**config.mk**
```make
export PLATFORM = sky130hd
export DESIGN_NAME = ccf_chan_cfg
export DESIGN_NICKNAME = d
export VERILOG_FILES = /design/src/ccf_pkg.sv /design/src/ccf_chan_mem.sv /design/src/ccf_thresh_cmp.sv /design/src/ccf_chan_cfg.sv
export SDC_FILE = /design/constraint.sdc
export NUM_CORES = 1
export LEC_CHECK = 0
export ABC_AREA = 0
export BUFFER_PORTS_ARGS = -buffer_cell sky130_fd_sc_hd__buf_2
export CORE_UTILIZATION = 27
export CTS_CLUSTER_DIAMETER = 40
export DETAILED_ROUTE_END_ITERATION = 6
export SETUP_SLACK_MARGIN = 0.05
export SYNTH_ARGS = -nofsm -noshare
export SYNTH_HDL_FRONTEND = slang
export SYNTH_HIERARCHICAL = 1
export SYNTH_SLANG_ARGS = --single-unit
```
**constraint.sdc**
```tcl
create_clock -name clk_sys_i -period 20.4 [get_ports clk_sys_i]
set_clock_uncertainty 0.15 [all_clocks]
set_input_delay 5.1 -clock clk_sys_i [delete_from_list [all_inputs] [get_ports clk_sys_i]]
set_output_delay 5.1 -clock clk_sys_i [all_outputs]
set_load 0.01 [all_outputs]
```
**src/ccf_pkg.sv**
```systemverilog
package ccf_pkg;

	// ==========================================================
	// Sizes
	// ==========================================================
	localparam int CCF_NUM_CHAN   = 16;
	localparam int CCF_CHAN_AW    = 4;
	localparam int CCF_WORD_W     = 24;
	localparam int CCF_BUS_AW     = 8;
	localparam int CCF_BUS_DW     = 32;
	localparam int CCF_SEL_W      = 5;

	// ==========================================================
	// Register byte addresses
	// ==========================================================
	localparam logic [7:0] CCF_ADDR_CTRL   = 8'h00;
	localparam logic [7:0] CCF_ADDR_THR_LO = 8'h04;
	localparam logic [7:0] CCF_ADDR_THR_HI = 8'h08;
	localparam logic [7:0] CCF_ADDR_STATUS = 8'h0C;
	localparam logic [7:0] CCF_ADDR_MASK   = 8'h10;
	localparam logic [7:0] CCF_ADDR_LIVE   = 8'h14;
	// Channel words: base + 4 * channel
	localparam logic [1:0] CCF_CHAN_PAGE   = 2'h1;

	// ==========================================================
	// Field positions
	// ==========================================================
	localparam int CCF_CH_ENABLE_BIT  = 23;
	localparam int CCF_CH_THRES_BIT   = 18;
	localparam int CCF_CH_AINP_LSB    = 13;
	localparam int CCF_CH_PDSW_BIT    = 9;
	localparam int CCF_CTRL_FIFO_BIT  = 0;
	localparam int CCF_CTRL_STBY_BIT  = 1;
	localparam int CCF_ST_BELOW_BIT   = 0;
	localparam int CCF_ST_ABOVE_BIT   = 1;
	localparam int CCF_ST_W           = 2;
	localparam int CCF_LIVE_SW_BIT    = 0;
	localparam int CCF_LIVE_OK_BIT    = 1;
	localparam int CCF_LIVE_SEL_LSB   = 8;

	// ==========================================================
	// Reset values
	// ==========================================================
	localparam logic [23:0] CCF_RST_CHAN0  = 24'h80_0000;
	localparam logic [23:0] CCF_RST_CHANM  = 24'h00_0000;
	localparam logic [1:0]  CCF_RST_CTRL   = 2'h0;
	localparam logic [23:0] CCF_RST_THR_LO = 24'h00_0000;
	localparam logic [23:0] CCF_RST_THR_HI = 24'hFF_FFFF;
	localparam logic [1:0]  CCF_RST_ST     = 2'h0;

	// ==========================================================
	// Power modes from the mode controller
	// ==========================================================
	typedef enum logic [1:0] {
		CCF_PM_ACTIVE,
		CCF_PM_STANDBY,
		CCF_PM_POWERDOWN,
		CCF_PM_IDLE
	} ccf_pmode_t;

endpackage : ccf_pkg

```
**src/ccf_chan_mem.sv**
```systemverilog
module ccf_chan_mem
	import ccf_pkg::*;
#(
	parameter int NUM_CHAN = CCF_NUM_CHAN
)
(
	// Clock and reset
	input  wire logic                    clk_sys_i,
	input  wire logic                    sys_rst_i,
	// Bus side
	input  wire logic [CCF_BUS_AW-1:0]   addr_i,
	input  wire logic [CCF_BUS_DW-1:0]   wr_data_i,
	input  wire logic                    wr_i,
	input  wire logic                    rd_i,
	input  wire logic [CCF_BUS_DW-1:0]   other_rd_data_i,
	output logic      [CCF_BUS_DW-1:0]   rd_data_o,
	// Sequencer side
	input  wire logic [CCF_CHAN_AW-1:0]  seq_chan_i,
	output logic      [CCF_WORD_W-1:0]   seq_word_o
);

	// ==========================================================
	// State
	// ==========================================================
	typedef struct packed {
		logic [NUM_CHAN-1:0][CCF_WORD_W-1:0] words;
		logic [CCF_BUS_DW-1:0]               rd_data;
		logic [CCF_WORD_W-1:0]               seq_word;
	} ccf_mem_state_t;

	ccf_mem_state_t state_reg;
	ccf_mem_state_t state_next;

	logic                   page_hit;
	logic [CCF_CHAN_AW-1:0] bus_chan;

	assign page_hit = (addr_i[7:6] == CCF_CHAN_PAGE);
	assign bus_chan = addr_i[5:2];

	always_comb
	begin
		state_next = state_reg;
		if (wr_i && page_hit && (32'(bus_chan) < NUM_CHAN))
		begin
			state_next.words[bus_chan] = wr_data_i[CCF_WORD_W-1:0];
		end
		// Unmapped read gives zero from the top's side data
		state_next.rd_data = '0;
		if (rd_i)
		begin
			if (page_hit && (32'(bus_chan) < NUM_CHAN))
			begin
				state_next.rd_data = {8'h00, state_reg.words[bus_chan]};
			end
			else if (!page_hit)
			begin
				state_next.rd_data = other_rd_data_i;
			end
		end
		state_next.seq_word = state_reg.words[seq_chan_i];
	end

	// ==========================================================
	// Registers
	// ==========================================================
	always_ff @(posedge clk_sys_i or posedge sys_rst_i)
	begin
		if (sys_rst_i)
		begin
			for (int i = 0; i < NUM_CHAN; i++)
			begin
				state_reg.words[i] <= (i == 0) ? CCF_RST_CHAN0
				                                : CCF_RST_CHANM;
			end
			state_reg.rd_data  <= '0;
			state_reg.seq_word <= '0;
		end
		else
		begin
			state_reg <= state_next;
		end
	end

	assign rd_data_o  = state_reg.rd_data;
	assign seq_word_o = state_reg.seq_word;

endmodule : ccf_chan_mem

```
**src/ccf_thresh_cmp.sv**
```systemverilog
module ccf_thresh_cmp
	import ccf_pkg::*;
#(
	parameter int DATA_W = CCF_WORD_W
)
(
	// Clock and reset
	input  wire logic              clk_sys_i,
	input  wire logic              sys_rst_i,
	// Result and limits
	input  wire logic              valid_i,
	input  wire logic [DATA_W-1:0] data_i,
	input  wire logic [DATA_W-1:0] low_i,
	input  wire logic [DATA_W-1:0] high_i,
	input  wire logic              watch_en_i,
	// One-cycle crossing pulses
	output logic                   below_o,
	output logic                   above_o
);

	typedef struct packed {
		logic below;
		logic above;
	} ccf_cmp_state_t;

	ccf_cmp_state_t state_reg;
	ccf_cmp_state_t state_next;

	always_comb
	begin
		state_next.below = valid_i && watch_en_i && (data_i < low_i);
		state_next.above = valid_i && watch_en_i && (data_i > high_i);
	end

	always_ff @(posedge clk_sys_i or posedge sys_rst_i)
	begin
		if (sys_rst_i)
		begin
			state_reg <= '0;
		end
		else
		begin
			state_reg <= state_next;
		end
	end

	assign below_o = state_reg.below;
	assign above_o = state_reg.above;

endmodule : ccf_thresh_cmp

```
**src/ccf_chan_cfg.sv**
```systemverilog
// Functional notes
// - Bit set, channel converting: close switch
// - Bit clear: switch stays open
// - Power-down forces the switch open
// - Standby without allow bit: switch open
// - Watch bit set: compare results to limits
// - FIFO disabled: no threshold watching
// - Five-bit field picks positive input
// - Input code map, reserved codes flagged
//
// Design decisions made here: the plain strobed port and the address map.
module ccf_chan_cfg
	import ccf_pkg::*;
#(
	parameter int NUM_CHAN = CCF_NUM_CHAN
)
(
	// Clock and reset
	input  wire logic                   clk_sys_i,
	input  wire logic                   sys_rst_i,
	// Register port
	input  wire logic [CCF_BUS_AW-1:0]  addr_i,
	input  wire logic [CCF_BUS_DW-1:0]  wr_data_i,
	input  wire logic                   wr_i,
	input  wire logic                   rd_i,
	output logic      [CCF_BUS_DW-1:0]  rd_data_o,
	// Sequencer and mode controller
	input  wire logic                   conv_active_i,
	input  wire logic [CCF_CHAN_AW-1:0] conv_chan_i,
	input  wire logic [1:0]             power_mode_i,
	// Conversion results
	input  wire logic                   result_valid_i,
	input  wire logic [CCF_WORD_W-1:0]  result_data_i,
	// Analog controls
	output logic                        low_side_switch_pin_o,
	output logic      [CCF_SEL_W-1:0]   chan_positive_input_sel_o,
	output logic                        positive_input_ok_o,
	// Interrupt
	output logic                        irq_o
);

	// ==========================================================
	// State
	// ==========================================================
	typedef struct packed {
		logic                  fifo_en;
		logic                  standby_switch_allow;
		logic [CCF_WORD_W-1:0] threshold_low_value;
		logic [CCF_WORD_W-1:0] threshold_high_value;
		logic [CCF_ST_W-1:0]   status;
		logic [CCF_ST_W-1:0]   mask;
		logic                  switch_on;
		logic [CCF_SEL_W-1:0]  pos_sel;
		logic                  pos_ok;
		logic                  irq;
	} ccf_state_t;

	ccf_state_t state_reg;
	ccf_state_t state_next;

	logic [CCF_WORD_W-1:0] chan_word;
	logic [CCF_BUS_DW-1:0] other_rd_data;
	logic                  cross_below;
	logic                  cross_above;
	logic                  chan_low_side_switch_on;
	logic                  chan_threshold_watch_en;
	logic [CCF_SEL_W-1:0]  chan_sel;
	logic [CCF_ST_W-1:0]   events;
	logic [CCF_ST_W-1:0]   clr;
	logic                  sel_reserved;
	ccf_pmode_t            pmode;

	assign pmode = ccf_pmode_t'(power_mode_i);

	// ==========================================================
	// Channel words
	// ==========================================================
	// Word fetch adds a cycle; conv_chan_i must settle first
	ccf_chan_mem #(
		.NUM_CHAN        (NUM_CHAN)
	) u_mem (
		.clk_sys_i       (clk_sys_i),
		.sys_rst_i       (sys_rst_i),
		.addr_i          (addr_i),
		.wr_data_i       (wr_data_i),
		.wr_i            (wr_i),
		.rd_i            (rd_i),
		.other_rd_data_i (other_rd_data),
		.rd_data_o       (rd_data_o),
		.seq_chan_i      (conv_chan_i),
		.seq_word_o      (chan_word)
	);

	assign chan_low_side_switch_on = chan_word[CCF_CH_PDSW_BIT];
	assign chan_threshold_watch_en = chan_word[CCF_CH_THRES_BIT];
	assign chan_sel = chan_word[CCF_CH_AINP_LSB +: CCF_SEL_W];

	// ==========================================================
	// Threshold watch
	// ==========================================================
	ccf_thresh_cmp #(
		.DATA_W     (CCF_WORD_W)
	) u_cmp (
		.clk_sys_i  (clk_sys_i),
		.sys_rst_i  (sys_rst_i),
		.valid_i    (result_valid_i),
		.data_i     (result_data_i),
		.low_i      (state_reg.threshold_low_value),
		.high_i     (state_reg.threshold_high_value),
		// FIFO off masks the channel bit
		.watch_en_i (chan_threshold_watch_en && state_reg.fifo_en),
		.below_o    (cross_below),
		.above_o    (cross_above)
	);

	assign events = {cross_above, cross_below};

	// ==========================================================
	// Positive input code check
	// ==========================================================
	// Listed codes only; a table stays readable as the map grows
	always_comb
	begin
		sel_reserved = 1'b0;
		case (chan_sel)
			5'h02, 5'h03:
			begin
				sel_reserved = 1'b1;
			end
			5'h06, 5'h07:
			begin
				sel_reserved = 1'b1;
			end
			5'h08, 5'h09:
			begin
				sel_reserved = 1'b1;
			end
			5'h0C, 5'h0D:
			begin
				sel_reserved = 1'b1;
			end
			default:
			begin
				sel_reserved = 1'b0;
			end
		endcase
	end

	// ==========================================================
	// Read data for local registers
	// ==========================================================
	always_comb
	begin
		other_rd_data = '0;
		case (addr_i)
			CCF_ADDR_CTRL:
			begin
				other_rd_data[CCF_CTRL_FIFO_BIT] = state_reg.fifo_en;
				other_rd_data[CCF_CTRL_STBY_BIT] =
					state_reg.standby_switch_allow;
			end
			CCF_ADDR_THR_LO:
			begin
				other_rd_data[CCF_WORD_W-1:0] =
					state_reg.threshold_low_value;
			end
			CCF_ADDR_THR_HI:
			begin
				other_rd_data[CCF_WORD_W-1:0] =
					state_reg.threshold_high_value;
			end
			CCF_ADDR_STATUS:
			begin
				other_rd_data[CCF_ST_W-1:0] = state_reg.status;
			end
			CCF_ADDR_MASK:
			begin
				other_rd_data[CCF_ST_W-1:0] = state_reg.mask;
			end
			CCF_ADDR_LIVE:
			begin
				other_rd_data[CCF_LIVE_SW_BIT] = state_reg.switch_on;
				other_rd_data[CCF_LIVE_OK_BIT] = state_reg.pos_ok;
				other_rd_data[CCF_LIVE_SEL_LSB +: CCF_SEL_W] =
					state_reg.pos_sel;
			end
			default:
			begin
				other_rd_data = '0;
			end
		endcase
	end

	// ==========================================================
	// Next state
	// ==========================================================
	always_comb
	begin
		state_next = state_reg;
		clr = '0;
		if (wr_i)
		begin
			case (addr_i)
				CCF_ADDR_CTRL:
				begin
					state_next.fifo_en = wr_data_i[CCF_CTRL_FIFO_BIT];
					state_next.standby_switch_allow =
						wr_data_i[CCF_CTRL_STBY_BIT];
				end
				CCF_ADDR_THR_LO:
				begin
					state_next.threshold_low_value =
						wr_data_i[CCF_WORD_W-1:0];
				end
				CCF_ADDR_THR_HI:
				begin
					state_next.threshold_high_value =
						wr_data_i[CCF_WORD_W-1:0];
				end
				CCF_ADDR_STATUS:
				begin
					clr = wr_data_i[CCF_ST_W-1:0];
				end
				CCF_ADDR_MASK:
				begin
					state_next.mask = wr_data_i[CCF_ST_W-1:0];
				end
				default:
				begin
					clr = '0;
				end
			endcase
		end
		// Set wins over a clear in the same cycle
		state_next.status = (state_reg.status & ~clr) | events;

		// Switch: every condition at once, else open
		state_next.switch_on = 1'b0;
		if (chan_low_side_switch_on && conv_active_i)
		begin
			case (pmode)
				CCF_PM_POWERDOWN:
				begin
					state_next.switch_on = 1'b0;
				end
				CCF_PM_STANDBY:
				begin
					state_next.switch_on =
						state_reg.standby_switch_allow;
				end
				CCF_PM_ACTIVE:
				begin
					state_next.switch_on = 1'b1;
				end
				CCF_PM_IDLE:
				begin
					state_next.switch_on = 1'b1;
				end
				default:
				begin
					state_next.switch_on = 1'b0;
				end
			endcase
		end

		// Selector only shown while a channel converts
		state_next.pos_sel = conv_active_i ? chan_sel : '0;
		state_next.pos_ok  = conv_active_i && !sel_reserved;

		state_next.irq = |(state_next.status & state_next.mask);
	end

	// ==========================================================
	// Registers
	// ==========================================================
	always_ff @(posedge clk_sys_i or posedge sys_rst_i)
	begin
		if (sys_rst_i)
		begin
			state_reg.fifo_en              <= CCF_RST_CTRL[CCF_CTRL_FIFO_BIT];
			state_reg.standby_switch_allow <= CCF_RST_CTRL[CCF_CTRL_STBY_BIT];
			state_reg.threshold_low_value  <= CCF_RST_THR_LO;
			state_reg.threshold_high_value <= CCF_RST_THR_HI;
			state_reg.status               <= CCF_RST_ST;
			state_reg.mask                 <= CCF_RST_ST;
			state_reg.switch_on            <= 1'b0;
			state_reg.pos_sel              <= '0;
			state_reg.pos_ok               <= 1'b0;
			state_reg.irq                  <= 1'b0;
		end
		else
		begin
			state_reg <= state_next;
		end
	end

	// ==========================================================
	// Outputs
	// ==========================================================
	assign low_side_switch_pin_o     = state_reg.switch_on;
	assign chan_positive_input_sel_o = state_reg.pos_sel;
	assign positive_input_ok_o       = state_reg.pos_ok;
	assign irq_o                     = state_reg.irq;

endmodule : ccf_chan_cfg

```
=== Word level (Yosys, flattened, before mapping) ===
Memories as Yosys holds them, arrays and structs flattened.
Index checks and enable logic that the tools add are counted.

* Register bits: 499
* Memory bits (read-only): 16
* Input port bits: 76
* Output and inout port bits: 40
* Memories kept: 1

{| class="wikitable"
|+ Memories
! name !! depth !! bits a word !! read ports !! clocked after memory_dff !! wr ports !! RTL line !! text
|-
| (no name shown) || 16 || 1 || 1 || 0 || 0 || ccf_chan_cfg.sv:125 || <nowiki>case (chan_sel)</nowiki>
|}

* $lt $le $gt $ge: 5
* Eq/ne operators: 9
* Mux-type cells: 21
* Bitwise logic cells: 4
* Reductions and logical operators: 16

{| class="wikitable"
|+ Operators by type and width
! operator !! number
|-
| 384-bit bitwise mux || 1
|-
| 24-bit binary-select mux with 4-bit select || 2
|-
| 24-bit demux with 4-bit select || 1
|-
| 24-bit 2-to-1 mux || 4
|-
| 24-bit greater-than comparator || 1
|-
| 24-bit < comparator || 1
|-
| 11-bit one-hot mux with 2 select lines || 1
|-
| 19-bit 2-to-1 mux || 1
|-
| 8-bit by 4-bit == test with 1-bit output, second input constant || 2
|-
| 8-bit by 5-bit == test with 1-bit output, second input constant || 2
|-
| 5-bit one-hot mux with 3 select lines || 1
|-
| 2-bit one-hot mux with 6 select lines || 1
|-
| 6-bit one-hot mux with 2 select lines || 1
|-
| 4-bit by 5-bit < comparator with 1-bit output, second input constant || 2
|-
| 8-bit by 3-bit == test with 1-bit output, second input constant || 1
|-
| 1-bit logical AND || 8
|-
| 8-bit zero test || 1
|-
| 2-bit 2-to-1 mux || 4
|-
| 2-bit AND reduction || 3
|-
| 5-bit 2-to-1 mux || 1
|-
| 2-bit AND || 2
|-
| 2-bit by 1-bit == test with 1-bit output, second input constant || 2
|-
| 2-bit == test, second input constant || 2
|-
| 4-bit by 1-bit greater-or-equal comparator with 1-bit output, second input constant || 1
|-
| other kinds (7) || 9
|}

=== Longest topological paths before layout ===
Gate-level depths: netlist of run 1.

* Depth in word-level cells: 8
* Mapped depth: 9
* Gate-level depth less buffers: 7

=== Hierarchy ===
The synthesis of run 1 kept the hierarchy.

{| class="wikitable"
|+ By module, submodules not included
! module !! times used !! cells an instance !! area each (µm²) !! sequential area each (µm²)
|-
| ccf_chan_mem || 1 || 1441 || 22415.2 || 11011.8
|-
| ccf_chan_cfg || 1 || 212 || 3032.9 || 1581.5
|-
| ccf_thresh_cmp || 1 || 164 || 1236.2 || 50.0
|}

=== Worst setup path before layout of run 1 ===
Ideal clock, no wire load.

* Path kind: input to register
* From: input port conv_chan_i[1]
* To: register u_mem.state_reg, in the netlist u_mem/seq_word_o[12]
* Setup time: 0.138 ns
* Data arrival time: 6.610 ns
* Data required time: 20.112 ns
* Path slack: 13.502 ns
* Cell stages on the path: 4
* Buffers on the path: 2
* Cells stage by stage: clkbuf_1 buf_2 mux4_2 mux4_2

{| class="wikitable"
|+ RTL lines
! item !! RTL line !! text
|-
| start, declared || ccf_chan_cfg.sv:29 || <nowiki>input wire logic [CCF_CHAN_AW-1:0] conv_chan_i,</nowiki>
|-
| end signal, assigned || ccf_chan_mem.sv:80 || <nowiki>state_reg <= state_next;</nowiki>
|-
| end, declared || ccf_chan_mem.sv:31 || <nowiki>ccf_mem_state_t state_reg;</nowiki>
|}

==> impl_metrics.json, run 1 <==
{
  "grt.total_usage_pct": 14.8,
  "gr-total-overflow": 0,
  "r2r-end": "u_cmp/above_o",
  "reg2reg_depth": 7,
  "crit_end": "u_mem/rd_data_o[7]",
  "initial_core_util_pct": 27.3,
  "io_pins": 116,
  "grt_max_degree": 121,
  "ant_nets": 0,
  "p_leak_nw": 12.6,
  "hold_path_depth": 1,
  "crit_buf_inv": 2,
  "synth_cells": 1696,
  "crit_chain": "buf_6, buf_4, nand2b_1, a211oi_1, a2111oi_0, a221o_1",
  "num_vias": 14700,
  "maxSlewHeadroom_pct": 16.7,
  "clockRootBuffer": "clkbuf_16",
  "fmax_ghz": 0.123,
  "syn_area_mm2": 0.0242,
  "setup-tns-final_ns": 0,
  "clock-sinks": 487,
  "placedCellCount": 2813,
  "fin_crit_ns": 8.15,
  "largest_reg_flops": 384,
  "violations": "DRC",
  "portBuffers": 107,
  "nNetsFinal": 1832,
  "cap_viol_max_count": 0,
  "dp_hpwl_um": 41400,
  "crit_family": "buffers and inverters",
  "criticalPathCategory": "in -> reg",
  "status": "finished with violations",
  "syn2layout_area_growth_pct": 12.8,
  "core_area_mm2": 0.0886,
  "wl_um": 67000,
  "cp-startpoint": "addr_i[5]",
  "grt_pass1_vias": 15900,
  "routabilityCongestion": 0.821,
  "antenna_found_initial": 7,
  "cts_buffers": 57,
  "htreeDepth": 2,
  "hold_viol": 0,
  "drive_gt1_share_pct": 47.6,
  "wire_per_inst_um": 22.9,
  "cts_tree": "yes",
  "drt_iter0_markers": 962,
  "period_share_pct": 40.0,
  "layout_setup_ws_ns": 12.25,
  "slew_violations": 0,
  "path_clk_slew_ns": 0.06,
  "critical_path_arrival_ns": 8.53,
  "viasPerCell": 5.02,
  "cts_max_path_buffers": 3,
  "cts_hold_buf": 0,
  "tightestPinTransition_ns": 1.25,
  "p_per_area_mw_per_mm2": 91.0,
  "postCtsSetupBuffers": 0,
  "path_max_fanout": 59,
  "holdWs_ns": 0.311,
  "grt_setup_unrepaired": "false",
  "die_area_mm2": 0.0909,
  "r2r_slack_ns": 17.91,
  "final_cells": 2925,
  "grt_pass1_wl_um": 101000,
  "cts_resized": 0,
  "ir_drop_v": 0.0000610,
  "crit_required_ns": 20.78,
  "die_h_um": 301,
  "setup_viol": 0,
  "slowest_stage": "buf_4",
  "crit_cells": 6,
  "cp-start-kind": "primary input",
  "rows": 109,
  "fp.dieW_um": 301,
  "postSynthAreaPerCell_um2": 14.3,
  "pre_cts_slack_ns": 11.71,
  "end_kind": "flip-flop",
  "slowest_delay_ns": 0.86,
  "drc": 54,
  "insertion_delay_ns": 0.60,
  "dr.pass1.iters": 7,
  "hp-class": "reg -> reg",
  "rr_startpoint": "state_reg[35]",
  "yosys_warnings": 6
}
## routing by layer
layer / vias to the layer above / track usage, % / part of all wire, %
met3: 115 / 2.40 / 5.0
met4: 8 / 4.52 / 2.4
met5: - / 0 / 0.078
met2: 404 / 24.9 / 49
li1: 6270 / - / -
met1: 7882 / 19.3 / 44
## power by group
| part | internal [mW] | leakage, nW | switching, mW |
|---|---|---|---|
| logic | 0.170 | 5.19 | 0.139 |
| clock network | 0.606 | 0.930 | 0.422 |
| registers | 1.08 | 6.43 | 0.0671 |
## through the flow
stage	total power [mW]	cell area, um2	util, %
after global routing	2.59	27300	30.8
after global placement	1.45	25400	28.6
after CTS	2.51	27300	30.8
after floorplan	1.39	24200	-
after detailed placement	1.47	25400	28.6
final	2.49	27300	30.8
## layout by cell type (no fill, tap or decap), types with 10 or more instances in the layout
cell       instances
ha_1              49
dfrtp_1          462
clkinv_2          12
o22ai_1           11
and2_1            17
inv_1             51
buf_4             23
a221o_1           12
a211oi_1          15
buf_2            105
o21ai_0           20
nand2_1           21
a32oi_1           14
a21o_1            10
clkbuf_1          12
mux4_2            83
mux2_2           429
nand4_1           11
a22oi_1           32
nor2b_1           16
a22o_1            19
mux2i_1           78
mux2_4            40
dfstp_2           25
clkbuf_16         57
a2111oi_0         13
a21oi_1           13
## worst min-delay path by stage
stage                               from                            to  slack (ns)
global route        u_mem/seq_word_o[13]  chan_positive_input_sel_o[0]        0.34
CTS                 u_mem/seq_word_o[13]  chan_positive_input_sel_o[0]        0.31
global placement    u_mem/state_reg[115]          u_mem/state_reg[115]        0.31
floorplan                  u_cmp/above_o                 state_reg[11]        0.27
finish              u_mem/seq_word_o[13]  chan_positive_input_sel_o[0]        0.31
detailed placement  u_mem/seq_word_o[13]  chan_positive_input_sel_o[0]        0.30
## cell type report
type	instances	area (um2)
clock inverter	37	415
clock buffer	71	1500
fill	8751	61300
antenna	4	10.0
timing repair buffer	130	721
tap	1165	1460
multi-input combinational	978	10800
inverter	53	206
sequential	487	12200
No activity file was read; power rests on OpenSTA's default activity.
==> inputs of run 2 (changes only) <==
==> constraint.sdc (replaced) <==
create_clock -name clk_sys_i -period 8.3 [get_ports clk_sys_i]
set_clock_uncertainty 0.15 [all_clocks]
set_input_delay 2.075 -clock clk_sys_i [delete_from_list [all_inputs] [get_ports clk_sys_i]]
set_output_delay 2.075 -clock clk_sys_i [all_outputs]
set_load 0.01 [all_outputs]
==> run 2 against run 1 <==
  * Worst setup slack worse by 8.7 ns
  * Critical path type unchanged
  * Clock-buffer cell count stayed put
  * The flow still finishes with violations (DRC)
  * Sequential power is 150% higher
  * Cell count is 0.10% lower
  * Register-to-register slack worse by 12 ns
  * Cell area rose by 0.74%
  * Worst hold slack improved by 0.011 ns
  * Critical path depth unchanged
  * Global-route usage down 0.072 points
  * Largest power group unchanged
  * Sequential share of layout area decreased by 0.33 points
==> impl_metrics.json, run 2 (synthesis gave the netlist of run 1 again) <==
{
  "holdWs_ns": 0.322,
  "cts_buffers": 57,
  "postCtsSetupBuffers": 0,
  "p_per_area_mw_per_mm2": 230,
  "placedCellCount": 2812,
  "hold_path.startpoint": "u_mem/seq_word_o[15]",
  "path_clk_slew_ns": 0.06,
  "p_total_mw": 6.33,
  "die_area_mm2": 0.0909,
  "antenna_found_initial": 7,
  "grt_pass1_vias": 15500,
  "dp_hpwl_um": 40400,
  "clock-sinks": 487,
  "p_leak_nw": 12.6,
  "clockRootBuffer": "clkbuf_16",
  "fin_crit_ns": 4.76,
  "gr-total-overflow": 0,
  "hp-class": "reg -> reg",
  "largest_reg_flops": 384,
  "rr_startpoint": "state_reg[35]",
  "ant_nets": 0,
  "fmax_ghz": 0.210,
  "r2r_slack_ns": 5.87,
  "cts_resized": 0,
  "crit_cells": 6,
  "slowest_delay_ns": 0.76,
  "layout_setup_ws_ns": 3.54,
  "drt_iter0_markers": 1084,
  "drive_gt1_share_pct": 47.9,
  "die_h_um": 301,
  "maxSlewHeadroom_pct": 23.5,
  "grt_max_degree": 175,
  "cts_hold_buf": 0,
  "period_share_pct": 57.4,
  "status": "finished with violations",
  "htreeDepth": 2,
  "slew_violations": 0,
  "viasPerCell": 4.97,
  "setup-tns-final_ns": 0,
  "cp-start-kind": "primary input",
  "r2r-end": "u_cmp/above_o",
  "setup_viol": 0,
  "criticalPathCategory": "in -> reg",
  "insertion_delay_ns": 0.62,
  "core_area_mm2": 0.0886,
  "path_max_fanout": 68,
  "critical_path_arrival_ns": 5.06,
  "final_cells": 2922,
  "nNetsFinal": 1831,
  "crit_family": "buffers and inverters",
  "crit_required_ns": 8.60,
  "drc": 30,
  "cts_max_path_buffers": 3,
  "layout_common_cells": "dfrtp_1 (462), mux2_2 (429), buf_2 (105)",
  "pre_cts_slack_ns": 2.91,
  "wire_per_inst_um": 22.7,
  "grt.total_usage_pct": 14.7,
  "worstHoldEndpoint": "chan_positive_input_sel_o[2]",
  "hold_viol": 0,
  "syn2layout_area_growth_pct": 13.7,
  "crit_chain": "buf_6, buf_4, and2b_1, a22oi_1, a32oi_1, o21ai_0",
  "cts_tree": "yes",
  "slowest_stage": "and2b_1",
  "dr.pass1.iters": 7,
  "io_pins": 116,
  "reg2reg_depth": 7,
  "crit_buf_inv": 2,
  "violations": "DRC",
  "rows": 109,
  "initial_core_util_pct": 27.3,
  "tightestPinTransition_ns": 1.14,
  "hold_path_depth": 1,
  "end_kind": "flip-flop",
  "final_common_cell": "dfrtp_1",
  "ir_drop_v": 0.000152,
  "wl_um": 66300,
  "grt_pass1_wl_um": 101000,
  "portBuffers": 107,
  "fp.dieW_um": 301,
  "cap_viol_max_count": 0,
  "num_vias": 14500,
  "routabilityCongestion": 0.836,
  "grt_setup_unrepaired": "false"
}
## run 2: stage by stage
stage          util [%]  instance area, um2
4_1_cts            31.0               27500
5_1_grt            31.0               27500
3_5_place_dp       28.6               25400
6_report           31.0               27500
2_1_floorplan         -               24200
3_3_place_gp       28.6               25400
## run 2: power breakdown
part	leakage, nW	internal (mW)	switching [mW]
logic	5.19	0.418	0.338
registers	6.43	2.66	0.163
clock network	1.03	1.70	1.06
## run 2: metal layers
metal  GRT usage, %  share of wire, %  vias up
met5              0             0.053        -
met2           24.2                48      419
met4           5.08               3.0        6
li1               -                 -     6245
met3           2.66               5.6      126
met1           19.4                43     7715
## run 2: how the worst max path moves through the flow
stage	from	to	slack, ns
2_1_floorplan	sys_rst_i	u_mem/rd_data_o[0]	0.37
3_3_place_gp	addr_i[5]	u_mem/rd_data_o[12]	2.94
3_5_place_dp	addr_i[5]	u_mem/rd_data_o[12]	2.91
4_1_cts	addr_i[5]	u_mem/rd_data_o[12]	3.55
5_1_grt	addr_i[5]	u_mem/rd_data_o[12]	3.43
6_report	addr_i[5]	u_mem/rd_data_o[12]	3.54
## run 2: cell type report
type | count | area (um2)
antenna | 2 | 5.00
clock buffer | 71 | 1600
clock inverter | 37 | 514
fill | 8740 | 61100
inverter | 53 | 203
multi-input combinational | 978 | 10800
sequential | 487 | 12200
tap | 1165 | 1460
timing repair buffer | 129 | 738
